### config.mk
export PLATFORM = sky130hd
export DESIGN_NAME = pifb_top
export DESIGN_NICKNAME = d
export VERILOG_FILES = /design/src/logic/pifb_pkg.sv /design/src/logic/pifb_edge_det.sv /design/src/logic/pifb_ccp_event_sel.sv /design/src/logic/pifb_top.sv
export SDC_FILE = /design/constraint.sdc
export NUM_CORES = 1
export LEC_CHECK = 0
export BUFFER_PORTS_ARGS = -buffer_cell sky130_fd_sc_hd__buf_2
export CAP_MARGIN = 10
export CORE_UTILIZATION = 30
export DETAILED_ROUTE_END_ITERATION = 8
export MAX_ROUTING_LAYER = met4
export PLACE_DENSITY = 0.62
export SLEW_MARGIN = 5
export SYNTH_ARGS = -nofsm -noshare
export SYNTH_HDL_FRONTEND = slang
export SYNTH_SLANG_ARGS = --single-unit
### constraint.sdc
create_clock -name aclk -period 2.6 [get_ports aclk]
set_clock_uncertainty 0.1 [all_clocks]
set_input_delay 0.52 -clock aclk [delete_from_list [all_inputs] [get_ports aclk]]
set_output_delay 0.52 -clock aclk [all_outputs]
set_load 0.02 [all_outputs]
### src/logic/pifb_pkg.sv
`default_nettype none
package pifb_pkg;
   // Bus geometry
   localparam int unsigned AXI_ADDR_W   = 8;
   localparam int unsigned AXI_DATA_W   = 32;
   localparam int unsigned FLAGS_W      = 8;
   localparam int unsigned N_CCP        = 4;
   localparam int unsigned CCP_MODE_W   = 2;

   // Register byte offsets
   localparam logic [7:0] FLAGS_OFS     = 8'h00;
   localparam logic [7:0] FLAGS_CLR_OFS = 8'h04;
   localparam logic [7:0] MASK_OFS      = 8'h08;
   localparam logic [7:0] MODE_OFS      = 8'h0C;

   // Reset values
   localparam logic [7:0] FLAGS_RESET   = 8'h00;
   localparam logic [7:0] MASK_RESET    = 8'h00;
   localparam logic [7:0] MODE_RESET    = 8'h00;

   // Flag bit positions
   localparam int unsigned BIT_CCP1     = 0;
   localparam int unsigned BIT_CCP4     = 3;
   localparam int unsigned BIT_T5_OVF   = 4;
   localparam int unsigned BIT_T5_GATE  = 5;
   localparam int unsigned BIT_CWG1     = 6;
   localparam int unsigned BIT_CWG2     = 7;

   // Channel mode codes
   localparam logic [1:0] MODE_OFF      = 2'h0;
   localparam logic [1:0] MODE_CAPTURE  = 2'h1;
   localparam logic [1:0] MODE_COMPARE  = 2'h2;
   localparam logic [1:0] MODE_PWM      = 2'h3;

   // Bus responses
   localparam logic [1:0] RESP_OKAY     = 2'h0;
   localparam logic [1:0] RESP_SLVERR   = 2'h2;
endpackage
`default_nettype wire

### src/logic/pifb_edge_det.sv
`timescale 1ns/10ps
`default_nettype none
module pifb_edge_det #(
   parameter int unsigned WIDTH = 1
) (
   // Clock and reset
   input  wire logic             aclk,
   input  wire logic             aresetn,
   // Levels and their edges
   input  wire logic [WIDTH-1:0] level,
   output logic      [WIDTH-1:0] rise,
   output logic      [WIDTH-1:0] fall
);
   logic [WIDTH-1:0] prev_reg;

   always_ff @(posedge aclk)
   begin
      if (!aresetn)
         prev_reg <= '0;
      else
         prev_reg <= level;
   end

   assign rise = level & ~prev_reg;
   assign fall = prev_reg & ~level;
endmodule
`default_nettype wire

### src/logic/pifb_ccp_event_sel.sv
`timescale 1ns/10ps
`default_nettype none
module pifb_ccp_event_sel
#(
   parameter int unsigned N = 4
) (
   // Per-channel mode and raw events
   input  wire logic [N*2-1:0] mode,
   input  wire logic [N-1:0]   capture,
   input  wire logic [N-1:0]   compare_match,
   input  wire logic [N-1:0]   pwm_fall,
   // Selected flag events
   output logic      [N-1:0]   event_out
);
   import pifb_pkg::*;

   for (genvar i = 0; i < N; i++)
   begin : g_ch
      always_comb
      begin
         unique case (mode[i*2 +: 2])
            MODE_CAPTURE: event_out[i] = capture[i];
            MODE_COMPARE: event_out[i] = compare_match[i];
            MODE_PWM:     event_out[i] = pwm_fall[i];
            MODE_OFF:     event_out[i] = 1'b0;
         endcase
      end
   end
endmodule
`default_nettype wire

### src/logic/pifb_top.sv
// Function
// Each flag bit is set when its condition occurs, whatever any enable or mask bit says.
// Software should clear a flag before enabling its interrupt so a stale event does not fire at once.
// The timer5 overflow flag is set on overflow and is cleared only by software, never by hardware.
// In capture mode, channel 4 sets its flag on each capture, held until software clears it.
// In compare mode, channel 4 sets its flag on a compare match, held until software clears it.
// In PWM mode, channel 4 sets its flag at the trailing edge of the output pulse, held until cleared.
// Each waveform generator sets its flag on entering shutdown, timer5 gate sets its flag on going inactive.
`timescale 1ns/10ps
`default_nettype none
module pifb_top
(
   // Clock and reset
   input  wire logic                               aclk,
   input  wire logic                               aresetn,
   // AXI4-Lite write address
   input  wire logic [pifb_pkg::AXI_ADDR_W-1:0]    s_axi_awaddr,
   input  wire logic [2:0]                         s_axi_awprot,
   input  wire logic                               s_axi_awvalid,
   output logic                                    s_axi_awready,
   // AXI4-Lite write data
   input  wire logic [pifb_pkg::AXI_DATA_W-1:0]    s_axi_wdata,
   input  wire logic [pifb_pkg::AXI_DATA_W/8-1:0]  s_axi_wstrb,
   input  wire logic                               s_axi_wvalid,
   output logic                                    s_axi_wready,
   // AXI4-Lite write response
   output logic      [1:0]                         s_axi_bresp,
   output logic                                    s_axi_bvalid,
   input  wire logic                               s_axi_bready,
   // AXI4-Lite read address
   input  wire logic [pifb_pkg::AXI_ADDR_W-1:0]    s_axi_araddr,
   input  wire logic [2:0]                         s_axi_arprot,
   input  wire logic                               s_axi_arvalid,
   output logic                                    s_axi_arready,
   // AXI4-Lite read data
   output logic      [pifb_pkg::AXI_DATA_W-1:0]    s_axi_rdata,
   output logic      [1:0]                         s_axi_rresp,
   output logic                                    s_axi_rvalid,
   input  wire logic                               s_axi_rready,
   // Interrupt sources
   input  wire logic                               cwg1_shutdown,
   input  wire logic                               cwg2_shutdown,
   input  wire logic                               timer5_overflow,
   input  wire logic                               timer5_gate,
   input  wire logic [pifb_pkg::N_CCP-1:0]         ccp_capture,
   input  wire logic [pifb_pkg::N_CCP-1:0]         ccp_compare_match,
   input  wire logic [pifb_pkg::N_CCP-1:0]         ccp_pwm_out,
   // Block outputs
   output logic [pifb_pkg::FLAGS_W-1:0]            peripheral_irq_flags_4,
   output logic [pifb_pkg::N_CCP*2-1:0]            ccp_mode_select,
   output logic                                    irq
);
   import pifb_pkg::*;

   logic                  awready_reg;
   logic                  wready_reg;
   logic                  aw_full_reg;
   logic                  w_full_reg;
   logic [AXI_ADDR_W-1:0] wr_addr_reg;
   logic [FLAGS_W-1:0]    wr_data_reg;
   logic                  wr_strb0_reg;
   logic                  bvalid_reg;
   logic [1:0]            bresp_reg;
   logic                  arready_reg;
   logic                  rvalid_reg;
   logic [AXI_DATA_W-1:0] rdata_reg;
   logic [1:0]            rresp_reg;
   logic [FLAGS_W-1:0]    flags_reg;
   logic [FLAGS_W-1:0]    flags_next;
   logic [FLAGS_W-1:0]    mask_reg;
   logic [N_CCP*2-1:0]    mode_reg;
   logic                  irq_reg;
   logic [FLAGS_W-1:0]    set_vec;
   logic [N_CCP-1:0]      ccp_event;
   logic [N_CCP-1:0]      pwm_fall;
   logic [1:0]            cwg_rise;
   logic                  gate_fall;
   logic                  do_write;
   logic                  wr_mapped;
   logic                  sw_wr;
   logic                  sw_clr;
   logic                  ovf_sw_clear;
   logic                  aw_hs;
   logic                  w_hs;
   logic                  ar_hs;
   logic [1:0]            u_unused_cwg_fall;
   logic                  u_unused_gate_rise;
   logic [N_CCP-1:0]      u_unused_pwm_rise;

   assign aw_hs    = s_axi_awvalid && awready_reg;
   assign w_hs     = s_axi_wvalid && wready_reg;
   assign ar_hs    = s_axi_arvalid && arready_reg;
   assign do_write = aw_full_reg && w_full_reg && !bvalid_reg;
   assign wr_mapped = (wr_addr_reg == FLAGS_OFS) || (wr_addr_reg == FLAGS_CLR_OFS) ||
                      (wr_addr_reg == MASK_OFS) || (wr_addr_reg == MODE_OFS);
   assign sw_wr    = do_write && wr_strb0_reg && (wr_addr_reg == FLAGS_OFS);
   assign sw_clr   = do_write && wr_strb0_reg && (wr_addr_reg == FLAGS_CLR_OFS);
   assign ovf_sw_clear = (sw_wr && !wr_data_reg[BIT_T5_OVF]) || (sw_clr && wr_data_reg[BIT_T5_OVF]);

   // Edge detection on level sources
   pifb_edge_det #(
      .WIDTH (N_CCP + 3)
   ) u_edges (
      .aclk    (aclk),
      .aresetn (aresetn),
      .level   ({cwg2_shutdown, cwg1_shutdown, timer5_gate, ccp_pwm_out}),
      .rise    ({cwg_rise, u_unused_gate_rise, u_unused_pwm_rise}),
      .fall    ({u_unused_cwg_fall, gate_fall, pwm_fall})
   );

   // Mode-dependent channel events
   pifb_ccp_event_sel #(
      .N (N_CCP)
   ) u_ccp_sel (
      .mode          (mode_reg),
      .capture       (ccp_capture),
      .compare_match (ccp_compare_match),
      .pwm_fall      (pwm_fall),
      .event_out     (ccp_event)
   );

   // Hardware set sources, never gated by mask
   always_comb
   begin
      set_vec                          = '0;
      set_vec[BIT_CCP4:BIT_CCP1]       = ccp_event;
      set_vec[BIT_T5_OVF]              = timer5_overflow;
      set_vec[BIT_T5_GATE]             = gate_fall;
      set_vec[BIT_CWG1]                = cwg_rise[0];
      set_vec[BIT_CWG2]                = cwg_rise[1];
   end

   // Software write or clear, hardware set wins
   always_comb
   begin
      flags_next = flags_reg;
      if (sw_wr)
         flags_next = wr_data_reg;
      else if (sw_clr)
         flags_next = flags_reg & ~wr_data_reg;
      flags_next = flags_next | set_vec;
   end

   always_ff @(posedge aclk)
   begin
      if (!aresetn)
         flags_reg <= FLAGS_RESET;
      else
         flags_reg <= flags_next;
   end

   // Mask and mode registers
   always_ff @(posedge aclk)
   begin
      if (!aresetn)
      begin
         mask_reg <= MASK_RESET;
         mode_reg <= MODE_RESET;
      end
      else if (do_write && wr_strb0_reg)
      begin
         if (wr_addr_reg == MASK_OFS)
            mask_reg <= wr_data_reg;
         if (wr_addr_reg == MODE_OFS)
            mode_reg <= wr_data_reg;
      end
   end

   // Level interrupt
   always_ff @(posedge aclk)
   begin
      if (!aresetn)
         irq_reg <= 1'b0;
      else
         irq_reg <= |(flags_reg & mask_reg);
   end

   // Write address channel
   always_ff @(posedge aclk)
   begin
      if (!aresetn)
      begin
         awready_reg <= 1'b0;
         aw_full_reg <= 1'b0;
         wr_addr_reg <= '0;
      end
      else if (aw_hs)
      begin
         awready_reg <= 1'b0;
         aw_full_reg <= 1'b1;
         wr_addr_reg <= {s_axi_awaddr[AXI_ADDR_W-1:2], 2'b00};
      end
      else if (do_write)
         aw_full_reg <= 1'b0;
      else if (!aw_full_reg && !bvalid_reg)
         awready_reg <= 1'b1;
   end

   // Write data channel
   always_ff @(posedge aclk)
   begin
      if (!aresetn)
      begin
         wready_reg   <= 1'b0;
         w_full_reg   <= 1'b0;
         wr_data_reg  <= '0;
         wr_strb0_reg <= 1'b0;
      end
      else if (w_hs)
      begin
         wready_reg   <= 1'b0;
         w_full_reg   <= 1'b1;
         wr_data_reg  <= s_axi_wdata[FLAGS_W-1:0];
         wr_strb0_reg <= s_axi_wstrb[0];
      end
      else if (do_write)
         w_full_reg <= 1'b0;
      else if (!w_full_reg && !bvalid_reg)
         wready_reg <= 1'b1;
   end

   // Write response
   always_ff @(posedge aclk)
   begin
      if (!aresetn)
      begin
         bvalid_reg <= 1'b0;
         bresp_reg  <= RESP_OKAY;
      end
      else if (do_write)
      begin
         bvalid_reg <= 1'b1;
         bresp_reg  <= wr_mapped ? RESP_OKAY : RESP_SLVERR;
      end
      else if (s_axi_bready)
         bvalid_reg <= 1'b0;
   end

   // Read channel, data registered on address handshake
   always_ff @(posedge aclk)
   begin
      if (!aresetn)
      begin
         arready_reg <= 1'b0;
         rvalid_reg  <= 1'b0;
         rdata_reg   <= '0;
         rresp_reg   <= RESP_OKAY;
      end
      else if (ar_hs)
      begin
         arready_reg <= 1'b0;
         rvalid_reg  <= 1'b1;
         rresp_reg   <= RESP_OKAY;
         unique case ({s_axi_araddr[AXI_ADDR_W-1:2], 2'b00})
            FLAGS_OFS,
            FLAGS_CLR_OFS: rdata_reg <= {{(AXI_DATA_W-FLAGS_W){1'b0}}, flags_reg};
            MASK_OFS:      rdata_reg <= {{(AXI_DATA_W-FLAGS_W){1'b0}}, mask_reg};
            MODE_OFS:      rdata_reg <= {{(AXI_DATA_W-N_CCP*2){1'b0}}, mode_reg};
            default:
            begin
               rdata_reg <= '0;
               rresp_reg <= RESP_SLVERR;
            end
         endcase
      end
      else if (rvalid_reg)
      begin
         if (s_axi_rready)
            rvalid_reg <= 1'b0;
      end
      else
         arready_reg <= 1'b1;
   end

   assign s_axi_awready          = awready_reg;
   assign s_axi_wready           = wready_reg;
   assign s_axi_bvalid           = bvalid_reg;
   assign s_axi_bresp            = bresp_reg;
   assign s_axi_arready          = arready_reg;
   assign s_axi_rvalid           = rvalid_reg;
   assign s_axi_rdata            = rdata_reg;
   assign s_axi_rresp            = rresp_reg;
   assign peripheral_irq_flags_4 = flags_reg;
   assign ccp_mode_select        = mode_reg;
   assign irq                    = irq_reg;

   // Checks
   a_set_any_flag: assert property (@(posedge aclk) disable iff (!aresetn)
      (set_vec != 8'h00) |=> ((flags_reg & $past(set_vec)) == $past(set_vec)))
      else $error("flag not set by its event");

   a_ovf_sw_only: assert property (@(posedge aclk) disable iff (!aresetn)
      (flags_reg[BIT_T5_OVF] && !ovf_sw_clear) |=> flags_reg[BIT_T5_OVF])
      else $error("overflow flag cleared without software");

   a_ovf_sets: assert property (@(posedge aclk) disable iff (!aresetn)
      timer5_overflow |=> flags_reg[BIT_T5_OVF])
      else $error("overflow did not set its flag");

   a_irq_level: assert property (@(posedge aclk) disable iff (!aresetn)
      ((flags_reg & mask_reg) != 8'h00) |=> irq_reg)
      else $error("irq low with an unmasked flag set");

   a_irq_quiet: assert property (@(posedge aclk) disable iff (!aresetn)
      ((flags_reg & mask_reg) == 8'h00) |=> !irq_reg)
      else $error("irq high with no unmasked flag set");

   a_ccp4_capture: assert property (@(posedge aclk) disable iff (!aresetn)
      (mode_reg[7:6] == MODE_CAPTURE && ccp_capture[BIT_CCP4]) |=> flags_reg[BIT_CCP4])
      else $error("capture did not set channel 4 flag");

   a_ccp4_compare: assert property (@(posedge aclk) disable iff (!aresetn)
      (mode_reg[7:6] == MODE_COMPARE && ccp_compare_match[BIT_CCP4]) |=> flags_reg[BIT_CCP4])
      else $error("compare match did not set channel 4 flag");

   a_ccp4_pwm_edge: assert property (@(posedge aclk) disable iff (!aresetn)
      ($past(aresetn) && mode_reg[7:6] == MODE_PWM && $fell(ccp_pwm_out[BIT_CCP4]))
      |=> flags_reg[BIT_CCP4])
      else $error("pwm trailing edge did not set channel 4 flag");

   a_cwg1_set: assert property (@(posedge aclk) disable iff (!aresetn)
      ($past(aresetn) && $rose(cwg1_shutdown)) |=> flags_reg[BIT_CWG1])
      else $error("shutdown did not set generator 1 flag");

   a_cwg2_set: assert property (@(posedge aclk) disable iff (!aresetn)
      ($past(aresetn) && $rose(cwg2_shutdown)) |=> flags_reg[BIT_CWG2])
      else $error("shutdown did not set generator 2 flag");

   a_gate_fall_set: assert property (@(posedge aclk) disable iff (!aresetn)
      ($past(aresetn) && $fell(timer5_gate)) |=> flags_reg[BIT_T5_GATE])
      else $error("gate going inactive did not set its flag");
endmodule
`default_nettype wire

# After elaboration in Yosys (flattened, before gate mapping)
# Cells that the tools add are included.
# classes
n_eq_ne,18
bitwise_logic,10
mux,17
n_reduce_logical,35
# op_table
op,count
"6-bit by 2-bit == test with 1-bit output, second input constant",4
8-bit one-hot mux with 3 select lines,1
8-bit AND,2
"2-bit == test, second input constant",8
8-bit two-way mux,2
1-bit one-hot mux with 4 select lines,4
"6-bit by 1-bit == test with 1-bit output, second input constant",2
1-bit logical AND,10
"2-bit by 1-bit == test with 1-bit output, second input constant",4
2-bit zero test,4
8-bit zero test,1
1-bit two-way mux,8
8-bit inverter,1
8-bit bitwise OR,1
2-bit AND reduction,4
2-bit OR reduction,4
8-bit OR reduction,1
7-bit AND,1
7-bit inverter,1
6-bit zero test,1
2-bit nonzero test,3
5-bit AND,1
5-bit inverter,1
2-bit two-way mux,2
4 further kinds,9
# totals
register_bits,90
word_cells,98

# Depth between registers and ports, before layout
# logic_depth
depth_word,7
mapped_depth,6
mapped_depth_nobuf,4

# Cells and area by module
# Synthesis repeated with hierarchy kept, for this count alone.
# hier_totals
hier_cells,355
area_unflattened_um2,3042.9
# modules_own_cells
module,seq_area_each_um2,area_per_inst_um2,n_inst,cells_each
pifb_top,1141.1,2676.3,1,315
pifb_edge_det,140.1,271.5,1,28
pifb_ccp_event_sel,0.0,95.1,1,12

# Worst setup path after synthesis
# Ideal clock, no wire load.
# synth_timing
path_type,register to register
startpoint,"register bvalid_reg, in the netlist s_axi_bvalid"
endpoint,"register flags_reg[5], in the netlist peripheral_irq_flags_4[5]"
setup_slack_ns,0.962
arrival_time_ns,1.410
n_path_buf,1
setup_time_ns,0.128
path_stages_with_launch,6
required_ns,2.372
cell_sequence,dfxtp_1 and4b_1 and4bb_2 buf_2 a221oi_1 nor2_1
# synth_via
elab_chain_cells,7
# synth_lines
item,line,source
from (decl),pifb_top.sv:62,logic bvalid_reg;
from (signal assigned),pifb_top.sv:227,bvalid_reg <= 1'b0;
from (signal assigned),pifb_top.sv:232,bvalid_reg <= 1'b1;
from (signal assigned),pifb_top.sv:236,bvalid_reg <= 1'b0;
1-bit zero test *,pifb_top.sv:93,assign do_write = aw_full_reg && w_full_reg && !bvalid_reg;
1-bit logical AND *,pifb_top.sv:93,
1-bit logical AND *,"pifb_top.sv:96, pifb_top.sv:97",
1-bit logical AND,pifb_top.sv:97,assign sw_clr = do_write && wr_strb0_reg && (wr_addr_reg == FLAGS_CLR_OFS);
8-bit two-way mux,pifb_top.sv:139,else if (sw_clr)
8-bit two-way mux *,pifb_top.sv:137,if (sw_wr)
8-bit bitwise OR *,pifb_top.sv:141,flags_next = flags_next | set_vec;
to (signal assigned),pifb_top.sv:149,flags_reg <= flags_next;
to (decl),pifb_top.sv:68,logic [FLAGS_W-1:0] flags_reg;
# Every way passes the cells marked *; elsewhere a longest branch is shown, timed or not.
# A chain may end at the register's enable or synchronous reset.

# Worst setup path after layout
# layout_timing
startpoint,register wr_addr_reg[4]
endpoint,register mask_reg[4]
# layout_via
elab_chain_cells,2
# layout_lines
item,line,source
from (decl),pifb_top.sv:59,logic [AXI_ADDR_W-1:0] wr_addr_reg;
from (signal assigned),pifb_top.sv:191,"wr_addr_reg <= {s_axi_awaddr[AXI_ADDR_W-1:2], 2'b00};"
6-bit by 2-bit == test with 1-bit output,pifb_top.sv:162,if (wr_addr_reg == MASK_OFS)
2-bit AND reduction (no line),--,
to (signal assigned),pifb_top.sv:163,mask_reg <= wr_data_reg;
to (decl),pifb_top.sv:70,logic [FLAGS_W-1:0] mask_reg;
# Every way passes these cells.

==> summary.txt <==
run status - complete, but fails checks
violated checks - design-rule violations
critical-path maximum fanout - 16
storage element area - 0.001281 mm2
GPL Wtd Cong - 0.7908
layout cells sized above 1 - 23.11%
DPL Wire Length - 4957 um
filler instances - 925
Setup Fix Bufs, Post-CTS - 0
critical path class - register to register
Setup crit start - wr_addr_reg[4]
Die Y - 98.05 um
Power Total - 2006 uW
Main synth FF type - dfxtp_1
most frequent cell after synthesis - dfxtp_1
Post-synth ARST share - 0%
Max-slew headroom - 56.86%
Initial Util - 31.43%
H-tree levels - 3
Cell Area, Synth - 0.002768 mm2
WL/cell - 13.03 um
largest net degree at the start of global routing - 44
Clock Pin Slew Worst Setup and Hold Paths - 0.07 ns
Die X - 98.05 um
CP required - 2.69 ns
Synth top cells by count - dfxtp_1, a21oi_1, nand2_1
n_diodes - 0
CP arrival - 1.99 ns
dominant cells by area after synthesis - dfxtp_1, a21oi_1, buf_4
Multi-input gate area - 0.001275 mm2
Hold Crit Depth - 2
vias in the first global route - 2,134
final net count - 488
Via-to-Cell Ratio - 4.780
Post-synth EDFFs - 0
Post-Synthesis Cells - 337
core area - 0.008806 mm2
TNS Setup - 0 ns
Vias - 2,481
die area - 0.009614 mm2
Residual DRC - 8
YS warnings - 0
Critical Path Source Type - register
setup slack, reg-to-reg - 0.70 ns
Tmin final - 1.898 ns
maximum VDD drop - 376.7 uV
Seq/Total Area, Yosys - 46.29%
max-slew violation count - 0
R2R Path Start - wr_addr_reg[4]
Setup violations, final - 0
fmax - 0.5270 GHz
P_leak - 0.001399 uW
worst-skew pair later-pin latency - 0.33 ns
RSZ-0062 raised after global routing - false
Hold Startpoint - ccp_pwm_out[2]
first-pass GRT wire length - 10,940 um
max_cap viols - 0
CTS Buffer Depth - 2
critical path capture point type - register
initial antenna violation count - 0
fin crit share - 72.98%
port bufs - 75
library cells used by synthesis - 32
R2R depth - 4
Synth area leader - dfxtp_1
drt initial violations - 155
TritonCTS clock tree - yes
Avg Cell Area, Syn - 8.213 um2
pwr dens - 607.9 mW/mm2
post_cts resized - 0
clock sinks - 64
# IOs - 139
CTS Root Cell - clkbuf_8
total global-route track usage - 15.17%
worst r2r dst - mask_reg[4]
post-route ant nets - 0
drt first pass iters - 6
Final Worst Setup Slack - 0.7025 ns
#FFs+latches synth - 64
grt ovf - 0
Syn-to-layout area delta - 19.21%
cts hold-fix bufs - 0
num rows - 34
Synth top area share - 46.29%
sink of the worst hold path - u_edges.prev_reg[2]
WL final - 6764 um
final hold violation count - 0
CTS Buf Count - 9
DP Worst Slack - 0.6984 ns
Worst Hold Class - input pin to register
Worst-Margin Slew - 0.6437 ns
-- worst max-delay path, cell delays in order (launching register included) --
cell and delay (ns):
dfxtp_1 0.33, nor4_4 0.38, nand4b_1 0.58, nand3_1 0.26, o21ai_0 0.11
-- cell usage in the layout (no fill, tap or decap), types with 5 or more instances in the layout --
master and instances:
a21oi_1 44, a22oi_1 12, and2_1 6, buf_2 75
clkbuf_8 11, conb_1 26, dfxtp_1 64, inv_1 9
mux2i_1 8, nand2_1 38, nand2b_1 5, nand3_1 22
nand3b_1 5, nor2_1 26, nor2b_1 5, o21ai_0 24
-- report_power, final --
| group | leakage, uW | internal (uW) | switching, uW |
|---|---|---|---|
| Sequential | 0.000521 | 1010 | 34.6 |
| Combinational | 0.000789 | 73.5 | 135 |
| Clock | 0.0000882 | 390 | 359 |
| Total | 0.00140 | 1480 | 529 |
-- cells by family after synthesis --
logic type | Yosys count | synth area share (%)
simple gates | 118 | 20.98
compound gates | 92 | 18.67
mux | 8 | 2.893
flops | 64 | 46.29
other cells | 1 | 0.1355
buf+inv | 54 | 11.03
-- metrics by stage --
stage / utilization, % / instance area [um2] / cells / hold slack [ns]
after floorplan: - / 2861 / 362 / 0.3324
after global placement: 35.51 / 3127 / 504 / 0.3440
after detailed placement: 35.51 / 3127 / 504 / 0.3656
after CTS: 37.47 / 3299 / 519 / 0.2802
after global routing: 37.47 / 3299 / 519 / 0.2720
final: 37.47 / 3299 / 519 / 0.2992
-- metal layers --
metal | global-route usage [%] | vias to the layer above | routed length (um)
li1 | - | 1253 | -
met3 | 5.225 | 2 | 554
met5 | - | - | 0
met4 | 3.497 | 0 | 18
met1 | 20.37 | 1132 | 3089
met2 | 21.78 | 94 | 3101
-- how the worst max path moves through the flow --
stage,slack [ns],depth (start not counted),to
5_1_grt,0.50,4,mask_reg[6]
3_5_place_dp,0.70,4,mask_reg[1]
4_1_cts,0.69,4,mask_reg[1]
2_1_floorplan,0.96,5,peripheral_irq_flags_4[5]
6_report,0.70,4,mask_reg[4]
3_3_place_gp,0.74,4,mask_reg[0]
-- final cells by class --
| class | count | share of cell area, % |
|---|---|---|
| flip-flops and latches | 64 | 38.83 |
| multi-input cells | 244 | 38.64 |
| repair buffers | 78 | 12.06 |
| clock buffers | 12 | 4.702 |
| well taps | 108 | 4.096 |
| inverters | 10 | 1.138 |
| clock inverters | 3 | 0.5309 |
Note: power is estimated with default switching activity, not from simulation.
